===== config.mk =====
export PLATFORM = sky130hd
export DESIGN_NAME = tfc_ctrl
export DESIGN_NICKNAME = d
export VERILOG_FILES = /design/src/verilog/tfc_pkg.sv /design/src/verilog/tfc_ctrl.sv /design/src/verilog/tfc_sync.sv
export SDC_FILE = /design/constraint.sdc
export NUM_CORES = 1
export LEC_CHECK = 0
export BUFFER_PORTS_ARGS = -buffer_cell sky130_fd_sc_hd__buf_4
export CORE_MARGIN = 2
export CORE_UTILIZATION = 34
export CTS_BUF_LIST = sky130_fd_sc_hd__clkbuf_4 sky130_fd_sc_hd__clkbuf_8
export CTS_CLUSTER_DIAMETER = 150
export DETAILED_ROUTE_END_ITERATION = 10
export SETUP_SLACK_MARGIN = 0.02
export SLEW_MARGIN = 0
export SYNTH_ARGS = -nofsm -noshare
export SYNTH_HDL_FRONTEND = slang
export SYNTH_SLANG_ARGS = --single-unit

===== constraint.sdc =====
create_clock -name ref_clk -period 2.5 [get_ports ref_clk]
set_input_delay 0.5 -clock ref_clk [delete_from_list [all_inputs] [get_ports ref_clk]]
set_output_delay 0.5 -clock ref_clk [all_outputs]
set_load 0.03 [all_outputs]

===== src/verilog/tfc_pkg.sv =====
package tfc_pkg;
  // ****************************************
  // Register map
  // ****************************************
  localparam int TFC_ADDR_W = 4;
  localparam int TFC_DATA_W = 16;
  localparam logic [3:0] TFC_OFS_CTRL = 4'h0;
  localparam logic [3:0] TFC_OFS_STAT = 4'h1;
  // ****************************************
  // Field positions in the control word
  // ****************************************
  localparam int TFC_B_UNLOCK = 15;
  localparam int TFC_B_BURST_DIS = 14;
  localparam int TFC_B_TIMER_EN = 13;
  localparam int TFC_B_POLL_DIS = 12;
  localparam int TFC_B_PAD_EN = 11;
  localparam int TFC_B_STRIP_EN = 10;
  localparam int TFC_B_MISS_FLAG = 9;
  localparam int TFC_B_MISS_MASK = 8;
  localparam int TFC_B_COLL_FLAG = 5;
  localparam int TFC_B_COLL_MASK = 4;
  localparam int TFC_B_TXS_FLAG = 3;
  localparam int TFC_B_TXS_MASK = 2;
  localparam int TFC_B_OVL_FLAG = 1;
  localparam int TFC_B_OVL_MASK = 0;
  // Status word: bit 0 summary, bit 1 unlock window still open
  localparam int TFC_B_ST_SUM = 0;
  localparam int TFC_B_ST_WIN = 1;
  localparam logic [15:0] TFC_CTRL_RST = 16'h0115;
  localparam logic [15:0] TFC_CTRL_RMASK = 16'hFF3F;
  localparam int TFC_SYNC_STAGES = 3;
endpackage


===== src/verilog/tfc_ctrl.sv =====
`timescale 1ns/10ps
// What this block does
// - Unlock bit sets only by writing one in the first write after reset.
// - Once unlock is written zero it stays clear until reset; reset clears it.
// - Unlock enables test register writes and test functions; else blocked.
// - Burst-counter disable bit turns off the burst counter; reset clears it.
// - Timer-enable bit enables the bus timer; reset clears it.
// - Poll-disable bit stops automatic transmit descriptor polling.
// - No descriptor polling of any kind while transmitter is off.
// - Hardware reset clears the receive strip enable.
// - Missed-frame tally wrap sets the missed overflow flag.
// - Missed flag clears on write one, reset or stop; zero ignored.
// - Missed mask blocks the flag from summary; reset sets, stop keeps.
// - Collision count overflow sets its flag; write one, reset, stop clear.
// - Collision mask blocks the flag from summary; reset sets, stop keeps.
// - Transmit start of each frame sets the start flag.
// - Start flag drives irq when global enable set and start mask clear.
// - Start flag clears on write one, reset or stop; zero ignored.
// - Start mask blocks the flag from summary; reset sets, stop keeps.
// - Overlength flag set by transceiver limit, only in twisted-pair mode.
// - Overlength flag drives irq when global enable set and mask clear.
// - Overlength flag clears on write one even if condition persists.
// - Overlength mask blocks the flag from summary; reset sets, stop keeps.
// - Pad enable pads short transmit frames to 64 bytes with FCS.
// - Strip enable removes pad and FCS from received frames.
// - Reset clears poll disable, so automatic polling runs after reset.
module tfc_ctrl
  import tfc_pkg::*;
#(
  parameter int ADDR_W = tfc_pkg::TFC_ADDR_W
) (
  // Clocking
  input wire logic ref_clk,
  input wire logic rst_b,
  input wire logic clk_en,
  // Register port
  input wire logic [ADDR_W-1:0] reg_addr,
  input wire logic [15:0] reg_wdata,
  input wire logic reg_wr,
  input wire logic reg_rd,
  output logic [15:0] reg_rdata,
  // Device context
  input wire logic stop_set,
  input wire logic global_irq_enable,
  input wire logic transmitter_on_status,
  input wire logic tp_mode_pin,
  // Events
  input wire logic missed_tally_wrap,
  input wire logic rx_coll_count_wrap,
  input wire logic tx_frame_begin,
  input wire logic overlength_pin,
  // Polling requests from the buffer manager
  input wire logic poll_timer_tick,
  input wire logic manual_poll_req,
  // Feature controls
  output logic test_mode_unlock,
  output logic test_reg_write_en,
  output logic burst_counter_disable,
  output logic bus_timer_enable,
  output logic tx_auto_pad_enable,
  output logic rx_auto_strip_enable,
  output logic tx_poll_go,
  // Interrupt
  output logic irq_summary_flag,
  output logic irq_req
);
  import tfc_pkg::*;

  // Offsets 0 and 1 must stay distinct after the cast in hit()
  if (ADDR_W < 1) begin
    $error("ADDR_W must be at least 1");
  end

  // ****************************************
  // Decode
  // ****************************************
  function automatic logic hit(input logic [ADDR_W-1:0] a, input logic [3:0] ofs);
    hit = (a == ADDR_W'(ofs));
  endfunction

  logic wr_ctrl;
  logic [15:0] wd;
  assign wr_ctrl = clk_en && reg_wr && hit(reg_addr, TFC_OFS_CTRL);
  assign wd = reg_wdata;

  logic tp_mode;
  logic overlength_lvl;
  tfc_sync u_sync_mode (
    .ref_clk(ref_clk),
    .rst_b(rst_b),
    .clk_en(clk_en),
    .pin_in(tp_mode_pin),
    .level_out(tp_mode)
  );
  tfc_sync u_sync_ovl (
    .ref_clk(ref_clk),
    .rst_b(rst_b),
    .clk_en(clk_en),
    .pin_in(overlength_pin),
    .level_out(overlength_lvl)
  );

  // ****************************************
  // Write-once unlock
  // ****************************************
  logic unlock_ff;
  logic first_wr_ff;
  always_ff @(posedge ref_clk) begin
    if (!rst_b) begin
      unlock_ff <= 1'b0;
      first_wr_ff <= 1'b1;
    end else if (wr_ctrl) begin
      first_wr_ff <= 1'b0;
      if (!wd[TFC_B_UNLOCK]) begin
        unlock_ff <= 1'b0;
      end else if (first_wr_ff) begin
        unlock_ff <= 1'b1;
      end
    end
  end

  // ****************************************
  // Plain control bits
  // ****************************************
  logic burst_dis_ff;
  logic timer_en_ff;
  logic poll_dis_ff;
  logic pad_en_ff;
  logic strip_en_ff;
  always_ff @(posedge ref_clk) begin
    if (!rst_b) begin
      burst_dis_ff <= 1'b0;
      timer_en_ff <= 1'b0;
      poll_dis_ff <= 1'b0;
      pad_en_ff <= 1'b0;
      strip_en_ff <= 1'b0;
    end else if (wr_ctrl) begin
      burst_dis_ff <= wd[TFC_B_BURST_DIS];
      timer_en_ff <= wd[TFC_B_TIMER_EN];
      poll_dis_ff <= wd[TFC_B_POLL_DIS];
      pad_en_ff <= wd[TFC_B_PAD_EN];
      strip_en_ff <= wd[TFC_B_STRIP_EN];
    end
  end

  // ****************************************
  // Masks: set by reset, untouched by stop
  // ****************************************
  logic [3:0] mask_ff;
  always_ff @(posedge ref_clk) begin
    if (!rst_b) begin
      mask_ff <= 4'hF;
    end else if (wr_ctrl) begin
      mask_ff <= {wd[TFC_B_MISS_MASK], wd[TFC_B_COLL_MASK], wd[TFC_B_TXS_MASK], wd[TFC_B_OVL_MASK]};
    end
  end

  // ****************************************
  // Event flags, order: missed, collision, start, overlength
  // ****************************************
  logic ovl_dly_ff;
  logic [3:0] flag_ff;
  logic [3:0] ev_set;
  logic [3:0] ev_clr;
  always_ff @(posedge ref_clk) begin
    if (!rst_b) begin
      ovl_dly_ff <= 1'b0;
    end else if (clk_en) begin
      ovl_dly_ff <= overlength_lvl;
    end
  end
  // Overlength is edge-triggered so a clear sticks while the condition lasts
  assign ev_set = {missed_tally_wrap,
                   rx_coll_count_wrap,
                   tx_frame_begin,
                   overlength_lvl && !ovl_dly_ff && tp_mode};
  assign ev_clr = wr_ctrl ? {wd[TFC_B_MISS_FLAG], wd[TFC_B_COLL_FLAG], wd[TFC_B_TXS_FLAG], wd[TFC_B_OVL_FLAG]}
                          : 4'h0;
  always_ff @(posedge ref_clk) begin
    if (!rst_b) begin
      flag_ff <= 4'h0;
    end else if (clk_en) begin
      if (stop_set) begin
        flag_ff <= ev_set;
      end else begin
        flag_ff <= (flag_ff & ~ev_clr) | ev_set;
      end
    end
  end

  // ****************************************
  // Summary and interrupt
  // ****************************************
  logic sum_now;
  logic sum_ff;
  logic irq_ff;
  assign sum_now = |(flag_ff & ~mask_ff);
  always_ff @(posedge ref_clk) begin
    if (!rst_b) begin
      sum_ff <= 1'b0;
      irq_ff <= 1'b0;
    end else if (clk_en) begin
      sum_ff <= sum_now;
      irq_ff <= sum_now && global_irq_enable;
    end
  end

  // ****************************************
  // Descriptor polling gate
  // ****************************************
  logic poll_ff;
  always_ff @(posedge ref_clk) begin
    if (!rst_b) begin
      poll_ff <= 1'b0;
    end else if (clk_en) begin
      poll_ff <= transmitter_on_status &&
                 ((poll_timer_tick && !poll_dis_ff) || manual_poll_req);
    end
  end

  // ****************************************
  // Read port, data valid the cycle after the strobe
  // ****************************************
  logic [15:0] ctrl_word;
  logic [15:0] rdata_ff;
  always_comb begin
    ctrl_word = 16'h0000;
    ctrl_word[TFC_B_UNLOCK] = unlock_ff;
    ctrl_word[TFC_B_BURST_DIS] = burst_dis_ff;
    ctrl_word[TFC_B_TIMER_EN] = timer_en_ff;
    ctrl_word[TFC_B_POLL_DIS] = poll_dis_ff;
    ctrl_word[TFC_B_PAD_EN] = pad_en_ff;
    ctrl_word[TFC_B_STRIP_EN] = strip_en_ff;
    ctrl_word[TFC_B_MISS_FLAG] = flag_ff[3];
    ctrl_word[TFC_B_MISS_MASK] = mask_ff[3];
    ctrl_word[TFC_B_COLL_FLAG] = flag_ff[2];
    ctrl_word[TFC_B_COLL_MASK] = mask_ff[2];
    ctrl_word[TFC_B_TXS_FLAG] = flag_ff[1];
    ctrl_word[TFC_B_TXS_MASK] = mask_ff[1];
    ctrl_word[TFC_B_OVL_FLAG] = flag_ff[0];
    ctrl_word[TFC_B_OVL_MASK] = mask_ff[0];
  end
  always_ff @(posedge ref_clk) begin
    if (!rst_b) begin
      rdata_ff <= 16'h0000;
    end else if (clk_en) begin
      if (reg_rd && hit(reg_addr, TFC_OFS_CTRL)) begin
        rdata_ff <= ctrl_word & TFC_CTRL_RMASK;
      end else if (reg_rd && hit(reg_addr, TFC_OFS_STAT)) begin
        rdata_ff <= {14'h0000, first_wr_ff, sum_ff};
      end else begin
        rdata_ff <= 16'h0000;
      end
    end
  end

  assign reg_rdata = rdata_ff;
  assign test_mode_unlock = unlock_ff;
  assign test_reg_write_en = unlock_ff;
  assign burst_counter_disable = burst_dis_ff;
  assign bus_timer_enable = timer_en_ff;
  assign tx_auto_pad_enable = pad_en_ff;
  assign rx_auto_strip_enable = strip_en_ff;
  assign tx_poll_go = poll_ff;
  assign irq_summary_flag = sum_ff;
  assign irq_req = irq_ff;

  // ****************************************
  // Checks
  // ****************************************
  AST_UNLOCK_FIRST: assert property (@(posedge ref_clk) disable iff (!rst_b)
    $rose(unlock_ff) |-> $past(first_wr_ff) && $past(wr_ctrl))
    else $error("unlock set outside first write");
  AST_UNLOCK_HOLD: assert property (@(posedge ref_clk) disable iff (!rst_b)
    !unlock_ff && !first_wr_ff |=> !unlock_ff)
    else $error("unlock set again after lock");
  AST_TEST_EN: assert property (@(posedge ref_clk) disable iff (!rst_b)
    $rose(test_reg_write_en) |-> $past(first_wr_ff) && $past(wr_ctrl) && $past(wd[TFC_B_UNLOCK]))
    else $error("test write enable opened outside first write");
  AST_BURST: assert property (@(posedge ref_clk) disable iff (!rst_b)
    wr_ctrl |=> burst_counter_disable == $past(wd[TFC_B_BURST_DIS]))
    else $error("burst disable not stored");
  AST_TIMER: assert property (@(posedge ref_clk) disable iff (!rst_b)
    wr_ctrl |=> bus_timer_enable == $past(wd[TFC_B_TIMER_EN]))
    else $error("timer enable not stored");
  AST_POLL_OFF: assert property (@(posedge ref_clk) disable iff (!rst_b)
    clk_en && !transmitter_on_status |=> !tx_poll_go)
    else $error("poll while transmitter off");
  AST_POLL_DIS: assert property (@(posedge ref_clk) disable iff (!rst_b)
    clk_en && poll_dis_ff && !manual_poll_req |=> !tx_poll_go)
    else $error("auto poll while disabled");
  AST_EVENT_WINS: assert property (@(posedge ref_clk) disable iff (!rst_b)
    clk_en && tx_frame_begin |=> flag_ff[1])
    else $error("start event lost");
  AST_MISS_SET: assert property (@(posedge ref_clk) disable iff (!rst_b)
    clk_en && missed_tally_wrap |=> flag_ff[3] ##1 (flag_ff[3] || $past(ev_clr[3]) || $past(stop_set)))
    else $error("missed flag not sticky");
  AST_STOP_CLR: assert property (@(posedge ref_clk) disable iff (!rst_b)
    clk_en && stop_set && !tx_frame_begin |=> !flag_ff[1])
    else $error("stop did not clear start flag");
  AST_MASK_STOP: assert property (@(posedge ref_clk) disable iff (!rst_b)
    stop_set && !wr_ctrl |=> $stable(mask_ff))
    else $error("stop changed masks");
  AST_IRQ: assert property (@(posedge ref_clk) disable iff (!rst_b)
    clk_en && flag_ff[0] && !mask_ff[0] && global_irq_enable |=> irq_req)
    else $error("overlength irq missing");
  AST_SUMMARY: assert property (@(posedge ref_clk) disable iff (!rst_b)
    clk_en |=> irq_summary_flag == |($past(flag_ff) & ~$past(mask_ff)))
    else $error("summary mismatch");
  AST_MISS_W1C: assert property (@(posedge ref_clk) disable iff (!rst_b)
    clk_en && ev_clr[3] && !missed_tally_wrap |=> !flag_ff[3])
    else $error("missed flag not cleared by write one");
  AST_STOP_ALL: assert property (@(posedge ref_clk) disable iff (!rst_b)
    clk_en && stop_set && ev_set == 4'h0 |=> flag_ff == 4'h0)
    else $error("stop left a flag set");
  AST_COLL_W1C: assert property (@(posedge ref_clk) disable iff (!rst_b)
    clk_en && ev_clr[2] && !rx_coll_count_wrap |=> !flag_ff[2])
    else $error("collision flag not cleared by write one");
  AST_MASK_GATE: assert property (@(posedge ref_clk) disable iff (!rst_b)
    clk_en && (flag_ff & ~mask_ff) == 4'h0 |=> !irq_summary_flag)
    else $error("masked flag reached summary");
  AST_START_IRQ: assert property (@(posedge ref_clk) disable iff (!rst_b)
    clk_en && flag_ff[1] && !mask_ff[1] && global_irq_enable |=> irq_req)
    else $error("start irq missing");
  AST_START_KEEP: assert property (@(posedge ref_clk) disable iff (!rst_b)
    clk_en && flag_ff[1] && !ev_clr[1] && !stop_set |=> flag_ff[1])
    else $error("start flag lost without clear");
  AST_OVL_MODE: assert property (@(posedge ref_clk) disable iff (!rst_b)
    $rose(flag_ff[0]) |-> $past(tp_mode))
    else $error("overlength flag set outside twisted-pair mode");
  AST_OVL_W1C: assert property (@(posedge ref_clk) disable iff (!rst_b)
    clk_en && ev_clr[0] && !ev_set[0] |=> !flag_ff[0])
    else $error("overlength flag not cleared by write one");
  AST_PAD: assert property (@(posedge ref_clk) disable iff (!rst_b)
    wr_ctrl |=> tx_auto_pad_enable == $past(wd[TFC_B_PAD_EN]))
    else $error("pad enable not stored");
  AST_STRIP: assert property (@(posedge ref_clk) disable iff (!rst_b)
    wr_ctrl |=> rx_auto_strip_enable == $past(wd[TFC_B_STRIP_EN]))
    else $error("strip enable not stored");
  AST_POLL_AUTO: assert property (@(posedge ref_clk) disable iff (!rst_b)
    clk_en && transmitter_on_status && poll_timer_tick && !poll_dis_ff |=> tx_poll_go)
    else $error("auto poll request dropped");
endmodule


===== src/verilog/tfc_sync.sv =====
`timescale 1ns/10ps
// Pin synchroniser: three stages, change accepted when stages two and three agree
module tfc_sync (
  // Clocking
  input wire logic ref_clk,
  input wire logic rst_b,
  input wire logic clk_en,
  // Data
  input wire logic pin_in,
  output logic level_out
);
  logic s1_ff;
  logic s2_ff;
  logic s3_ff;
  logic level_ff;

  always_ff @(posedge ref_clk) begin
    if (!rst_b) begin
      s1_ff <= 1'b0;
      s2_ff <= 1'b0;
      s3_ff <= 1'b0;
      level_ff <= 1'b0;
    end else if (clk_en) begin
      s1_ff <= pin_in;
      s2_ff <= s1_ff;
      s3_ff <= s2_ff;
      if (s2_ff == s3_ff) begin
        level_ff <= s3_ff;
      end
    end
  end

  assign level_out = level_ff;
endmodule

# == Yosys cells after proc, flatten, opt, wreduce, memory -nomap -nowiden ==
# Index checks and enable logic that the tools add are counted.
# classes
reduce_logical,17
bitwise_logic,5
mux,6
n_eq_ne,4
# ops
op,n
two-way mux 16 bit,1
logical AND 1 bit,9
bitwise AND 4 bit,2
two-way mux 4 bit,2
NOT 4 bit,2
AND reduction 2 bit,3
"== test 4 x 1 -> 1 bit, second input constant",1
logical NOT 4 bit,1
OR 4 bit,1
OR reduction 4 bit,1
== test 1 bit,2
logical NOT 1 bit,2
two-way mux 1 bit,2
two-way mux 2 bit,1
"inequality test 2 x 1 -> 1 bit, second input constant",1
logical OR 1 bit,1
# totals
ff_bits,43
elab_cells,54

# == Longest topological paths before layout ==
# Gate-level depths: netlist of the first run.
# logic_depth
ltp_word,7
depth_mapped,6
depth_no_buf,3

# == Cells and area by module ==
# Synthesis of the first run repeated with hierarchy kept, for this count alone.
# unflattened
cells_unflattened,199
area_unflattened_um2,1853.0
# by_module_without_submodules
mod,area_each_um2,seq_area_each_um2,cells_each,instances
tfc_ctrl,1507.7,660.6,165,1
tfc_sync,172.7,80.1,17,2

# == Worst setup path after synthesis of the first run ==
# OpenSTA, ideal clock, no wires.
# synth_path
kind,input port to flip-flop
from,input clk_en
to,register flag_ff[2]
cell_stages,5
t_arrival_ns,1.354
required_ns,2.430
n_path_buf,2
setup_ns,0.070
setup_slack_ns,1.076
path_cell_list,buf_6 and3b_1 buf_6 a311o_1 a21oi_1
# synth_via
elab_chain_cells,7
# synth_lines
element,line_no,source
"start, declared",tfc_ctrl.sv:35,"input wire logic clk_en,"
logical AND 1 bit (2 in a row),tfc_ctrl.sv:83,"assign wr_ctrl = clk_en && reg_wr && hit(reg_addr, TFC_OFS_CTRL);"
two-way mux 4 bit,tfc_ctrl.sv:177,"assign ev_clr = wr_ctrl ? {wd[TFC_B_MISS_FLAG], wd[TFC_B_COLL_FLAG], wd[TFC_B_TXS_FLAG], wd[TFC_B_OVL_FLAG]}"
NOT 4 bit,tfc_ctrl.sv:186,flag_ff <= (flag_ff & ~ev_clr) | ev_set;
bitwise AND 4 bit,tfc_ctrl.sv:186,
OR 4 bit,tfc_ctrl.sv:186,
two-way mux 4 bit,tfc_ctrl.sv:183,if (stop_set) begin
"end signal, assigned",tfc_ctrl.sv:184,flag_ff <= ev_set;
"end signal, assigned",tfc_ctrl.sv:186,
"end, declared",tfc_ctrl.sv:162,logic [3:0] flag_ff;
# Several ways; a longest one is shown, not always the timed one.
# A chain may end at the register's enable or synchronous reset.

# == Final worst setup path of the first run ==
# layout_path
from,input clk_en
to,register poll_dis_ff
# layout_via
elab_chain_cells,2
# layout_lines
element,line_no,source
logical AND 1 bit (2 in a row),tfc_ctrl.sv:83,
"end signal, assigned",tfc_ctrl.sv:140,poll_dis_ff <= wd[TFC_B_POLL_DIS];
"end, declared",tfc_ctrl.sv:127,logic poll_dis_ff;
# No other way between the ends.

==> flow_summary.yaml, run 1 <==
cts:
  post-cts-setup-buffer-count: 0
  cts_root_buf: "clkbuf_8"
  cts_buffers: 5
  clock_tree.buffer_depth: 2
  ctsResizeCount: 0
  insertion_delay_ns: 0.28
  cts_hold_buf: 0
  htree_levels: 2
  cts_sinks: 41
  clkSlewWorstSetupHoldPaths_ns: 0.07
  cts_tree: "built"
setup_path:
  cp-end-kind: "flip-flop"
  cp.required_ns: 2.71
  critical_path.slowest_cell: "and3b_1"
  critical_path.top_delay_family: "simple AND/OR/NAND/NOR gates"
  arrival_ns: 1.78
  r2r-end: "irq_req$_SDFFE_PN0P_"
  rr_startpoint: "flag_ff[2]$_SDFFE_PN0P_"
  path_cells: "buf_4, and3b_1, and2_4, mux2i_1"
  critical_path_buf_inv_count: 1
  critPathLaunchType: "primary input"
  rrSetupSlack_ns: 0.98
  criticalPathCategory: "primary input to flip-flop"
  cp_max_fo: 25
  reg2regPathDepth: 3
  cpPeakStageDelay_ns: 0.46
placed_design:
  place_area_sq_um: 2070
  dpl.hpwl_um: 2750
  place_ws_ns: 0.651
  place_inst: 287
  port_buffers: 55
  gp_congestion: 0.739
hold_path:
  hold_depth: 3
  hp-start: "overlength_pin"
  holdCritPathClass: "primary input to flip-flop"
  min_to: "u_sync_ovl.s1_ff$_SDFFE_PN0P_"
floorplan:
  die_x_um: 73.9
  dieArea_sq_um: 5450
  ios: 60
  die_h_um: 73.9
  rows: 25
  core_area_sq_um: 4720
  start_util_pct: 35.1
routing:
  dr.pass1.iters: 4
  drt.antenna.violating_nets: 0
  avgViaCountPerCell: 4.78
  wl_per_cell_um: 13.1
  remaining_drc_errors: 0
  wl_um: 3870
  drt-initial-drc-count: 60
  dr_total_vias: 1405
yosys:
  synth_edf_count: 0
  synth_cells: 179
  synth_most_common_cell: "dfxtp_1"
  synth_area_leader_cell: "dfxtp_1"
  synth_warnings: 0
  synth_area_leaders: "dfxtp_1 (49%), mux2i_1 (7.8%), nand3_1 (4.2%), nand2_1 (4.1%), o21ai_0 (3.6%)"
  synth_commonest_cells: "dfxtp_1 (41), nand2_1 (18), nand3_1 (14)"
  synth.distinct_cells: 32
  synthArstFlopShare_pct: 0
  yosysSeqAreaShare_pct: 49.5
  synth_top_cell_area_share_pct: 49.5
  syn_area_per_cell_sq_um: 9.27
  synth_ff_type: "dfxtp_1"
  syn_area_sq_um: 1660
  synth_seq_cells: 41
flow_run:
  maxCapViolations: 0
timing:
  layout_min_cycle_time_ns: 1.57
  setup_viol: 0
  fmax_mhz: 636
  hold_viol: 0
  timing.hold.ws_ns: 0.446
  tightest_slew_ns: 0.826
  grt_setup_unrepaired: "false"
  fin_setup_tns_ns: 0
  fin_ws_ns: 0.927
  period_share_pct: 62.9
  maxSlewViolCount: 0
  relSlewSlack_pct: 43.5
  skew_ns: 0.00575
layout:
  diodes: 0
  final_cell_area_sq_um: 2160
  utilization_pct: 45.7
  drive_above_1_share_pct: 29.1
  area_growth_pct: 30.2
  layout.cells.non_filler: 294
  nFillCells: 492
  largest_reg_flops: 14
  nets: 262
global_routing:
  gr-total-overflow: 0
  antenna_found_initial: 0
  grt_pass1_wl_um: 6180
  grt_usage_pct: 15.0
  grt_max_degree: 34
  grt_pass1_vias: 1324
power:
  finalPower_mw: 1.23
  irDropWorstVdd_v: 0.000339
  powerDensity_nw_per_um2: 568
  leakagePower_nw: 0.949
run_status:
  status: "completed"
routing by layer:
layer	GRT usage [%]	routed length (um)
met1	19.9	1840
met4	5.45	51
met3	4.53	225
met2	22.8	1750
met5	0	0
worst max path at each step:
stage / cells after the start / slack (ns) / end / startpoint
floorplan: 5 / 1.08 / flag_ff[2]$_SDFFE_PN0P_ / clk_en
global placement: 4 / 0.64 / poll_dis_ff$_SDFFE_PN0N_ / clk_en
detailed placement: 4 / 0.65 / reg_rdata[2]$_SDFFE_PN0P_ / reg_addr[1]
CTS: 3 / 0.93 / irq_req$_SDFFE_PN0P_ / flag_ff[2]$_SDFFE_PN0P_
global route: 4 / 0.83 / poll_dis_ff$_SDFFE_PN0N_ / clk_en
finish: 4 / 0.93 / poll_dis_ff$_SDFFE_PN0N_ / clk_en
worst register-to-register path, cell delays in order (launching register included):
cell and delay (ns):
dfxtp_1 0.33, nor2b_1 0.13, a2111oi_0 0.74, o21ai_0 0.19
power breakdown:
part / internal, mW / switching (mW) / leakage (nW)
logic: 0.0551 / 0.0639 / 0.569
clock network: 0.230 / 0.207 / 0.0477
registers: 0.664 / 0.00677 / 0.332
total: 0.949 / 0.278 / 0.949
final cells by class:
cell class	instances	area (sq um)	area share, %
clock buffer	7	90.1	4.17
inverter	12	45.0	2.08
multi-input combinational	111	701	32.4
sequential	41	821	38.0
tap	67	83.8	3.88
timing repair buffer	56	420	19.5
cells in the final DEF (no fill, tap or decap), types with 2 or more instances in the layout:
master,n
nand2_1,18
a21o_1,2
a21oi_1,5
o31ai_1,6
nor2_1,8
a311oi_1,3
clkbuf_8,6
nand3_1,14
nand4b_1,2
o21a_1,3
mux2i_1,13
buf_4,56
o211ai_1,5
inv_1,11
a32o_1,2
o2bb2ai_1,4
dfxtp_1,41
nor2b_1,4
conb_1,2
o21ai_0,12
cells by family (layout without fill, tap and decap cells):
family	count (synthesis)	in the layout	synth area share, %
multiplexers	13	13	7.84
AO/OA/AOI/OAI	46	46	19.2
other	1	2	0.226
flip-flops	41	41	49.5
buffers and inverters	28	75	8.52
AND/OR/NAND/NOR	50	50	14.7
Power figures use the tool's default switching activity.
==> run 2: changes to the inputs <==
Clock period 2.5 ns to 1.6 ns, I/O delays scaled along.
==> flow_summary.yaml, run 2 (synthesis gave the netlist of run 1 again) <==
cts:
  clkSlewWorstSetupHoldPaths_ns: 0.08
  cts_buffers: 5
  post-cts-setup-buffer-count: 0
  cts_tree: "built"
  ctsResizeCount: 0
  htree_levels: 2
  clock_tree.buffer_depth: 2
  cts_hold_buf: 0
  cts_root_buf: "clkbuf_8"
  insertion_delay_ns: 0.29
  cts_sinks: 41
setup_path:
  critical_path.top_delay_family: "compound AO/OA/AOI/OAI gates"
  cp.required_ns: 1.78
  criticalPathCategory: "flip-flop to flip-flop"
  cp-endpoint: "irq_req$_SDFFE_PN0P_"
  rr_startpoint: "flag_ff[2]$_SDFFE_PN0P_"
  cp.depth: 4
  cp_max_fo: 3
  r2r-end: "irq_req$_SDFFE_PN0P_"
  critical_path.slowest_cell: "a2111oi_0"
  reg2regPathDepth: 4
  path_cells: "nor2b_1, a2111oi_0, buf_4, o21ai_0"
  critical_path_buf_inv_count: 1
  cpPeakStageDelay_ns: 0.45
  critPathLaunchType: "flip-flop"
  cp-end-kind: "flip-flop"
  rrSetupSlack_ns: 0.32
  cp-startpoint: "flag_ff[2]$_SDFFE_PN0P_"
  arrival_ns: 1.46
layout:
  utilization_pct: 47.0
  layout_commonest_cell: "buf_4"
  nFillCells: 487
  drive_above_1_share_pct: 31.5
  mostFrequentLayoutCells: "buf_4 (64), dfxtp_1 (41), nand2_1 (18), nand3_1 (14), mux2i_1 (13)"
  area_growth_pct: 33.9
  multi_input_area_sq_um: 701
  nets: 270
  largest_reg_flops: 14
  seq_area_sq_um: 821
  diodes: 0
  final_cell_area_sq_um: 2220
routing:
  dr.pass1.iters: 4
  drt-initial-drc-count: 63
  wl_um: 3920
  drt.antenna.violating_nets: 0
  remaining_drc_errors: 0
  wl_per_cell_um: 13.0
  avgViaCountPerCell: 4.72
  dr_total_vias: 1425
timing:
  fin_setup_tns_ns: 0
  setup_viol: 0
  layout_min_cycle_time_ns: 1.28
  fin_ws_ns: 0.320
  skew_ns: 0.00749
  period_share_pct: 80.0
  fmax_mhz: 781
  grt_setup_unrepaired: "false"
  maxSlewViolCount: 0
  hold_viol: 0
floorplan:
  core_area_sq_um: 4720
  rows: 25
  dieArea_sq_um: 5450
  start_util_pct: 35.1
  die_x_um: 73.9
  die_h_um: 73.9
  ios: 60
global_routing:
  grt_max_degree: 19
  antenna_found_initial: 0
  gr-total-overflow: 0
  grt_usage_pct: 15.3
  grt_pass1_wl_um: 6370
  grt_pass1_vias: 1370
power:
  powerDensity_nw_per_um2: 873
  leakagePower_nw: 0.987
  pwr-share-clk_pct: 35.7
  power.switching_uw: 446
  p_sw_share_pct: 23.0
  pwr-share-comb_pct: 10.2
  p_seq_share_pct: 54.1
  irDropWorstVdd_v: 0.000487
  p_int_mw: 1.49
placed_design:
  port_buffers: 55
  place_ws_ns: 0.170
  gp_congestion: 0.678
  place_area_sq_um: 2130
  dpl.hpwl_um: 2890
flow_run:
  maxCapViolations: 0
hold_path:
  holdCritPathClass: "primary input to flip-flop"
run_status:
  status: "completed"
[run 2: cell types whose count changed in the layout (fill, tap and decap cells not counted), sizes merged]
cell / before / now
buf: 56 / 64
[run 2: cell type report]
cell class | count | share of cell area (%)
Clock buffer | 7 | 4.06
Inverter | 12 | 2.03
Multi-Input combinational cell | 111 | 31.5
Sequential cell | 41 | 37.0
Tap cell | 67 | 3.77
Timing Repair Buffer | 64 | 21.6
[run 2: power groups by stage]
stage	Sequential (mW)	Combinational [mW]	Clock, mW
after floorplan	1.08	0.0970	0
after global placement	1.07	0.198	0
after detailed placement	1.07	0.199	0
after CTS	1.05	0.199	0.710
after global routing	1.05	0.218	0.748
final	1.05	0.197	0.693
[run 2: per-stage QoR]
stage / std cells / power, mW / hold WS (ns)
detailed placement: 295 / 1.27 / 0.450
global placement: 295 / 1.27 / 0.448
CTS: 302 / 1.96 / 0.264
global route: 302 / 2.02 / 0.277
finish: 302 / 1.94 / 0.268
floorplan: 180 / 1.18 / 0.436
[run 2: worst min path at each step]
stage | from | end | slack [ns] | depth (start not counted)
after floorplan | u_sync_ovl.s3_ff$_SDFFE_PN0P_ | u_sync_ovl.level_out$_SDFFE_PN0P_ | 0.44 | 2
after global placement | u_sync_ovl.s3_ff$_SDFFE_PN0P_ | u_sync_ovl.level_out$_SDFFE_PN0P_ | 0.45 | 2
after detailed placement | reg_rdata[10]$_SDFFE_PN0P_ | reg_rdata[10]$_SDFFE_PN0P_ | 0.45 | 1
after CTS | clk_en | irq_summary_flag$_SDFFE_PN0P_ | 0.26 | 2
after global routing | clk_en | irq_summary_flag$_SDFFE_PN0P_ | 0.28 | 2
final | clk_en | irq_summary_flag$_SDFFE_PN0P_ | 0.27 | 2
[run 2: layer usage]
layer  vias to the layer above  global-route usage (%)  part of all wire [%]
li1                        733                       -                     -
met1                       652                    19.8                    49
met2                        35                    24.0                    45
met3                         5                    4.39                   4.8
met4                         0                    6.06                   1.4
met5                         -                       0                     0
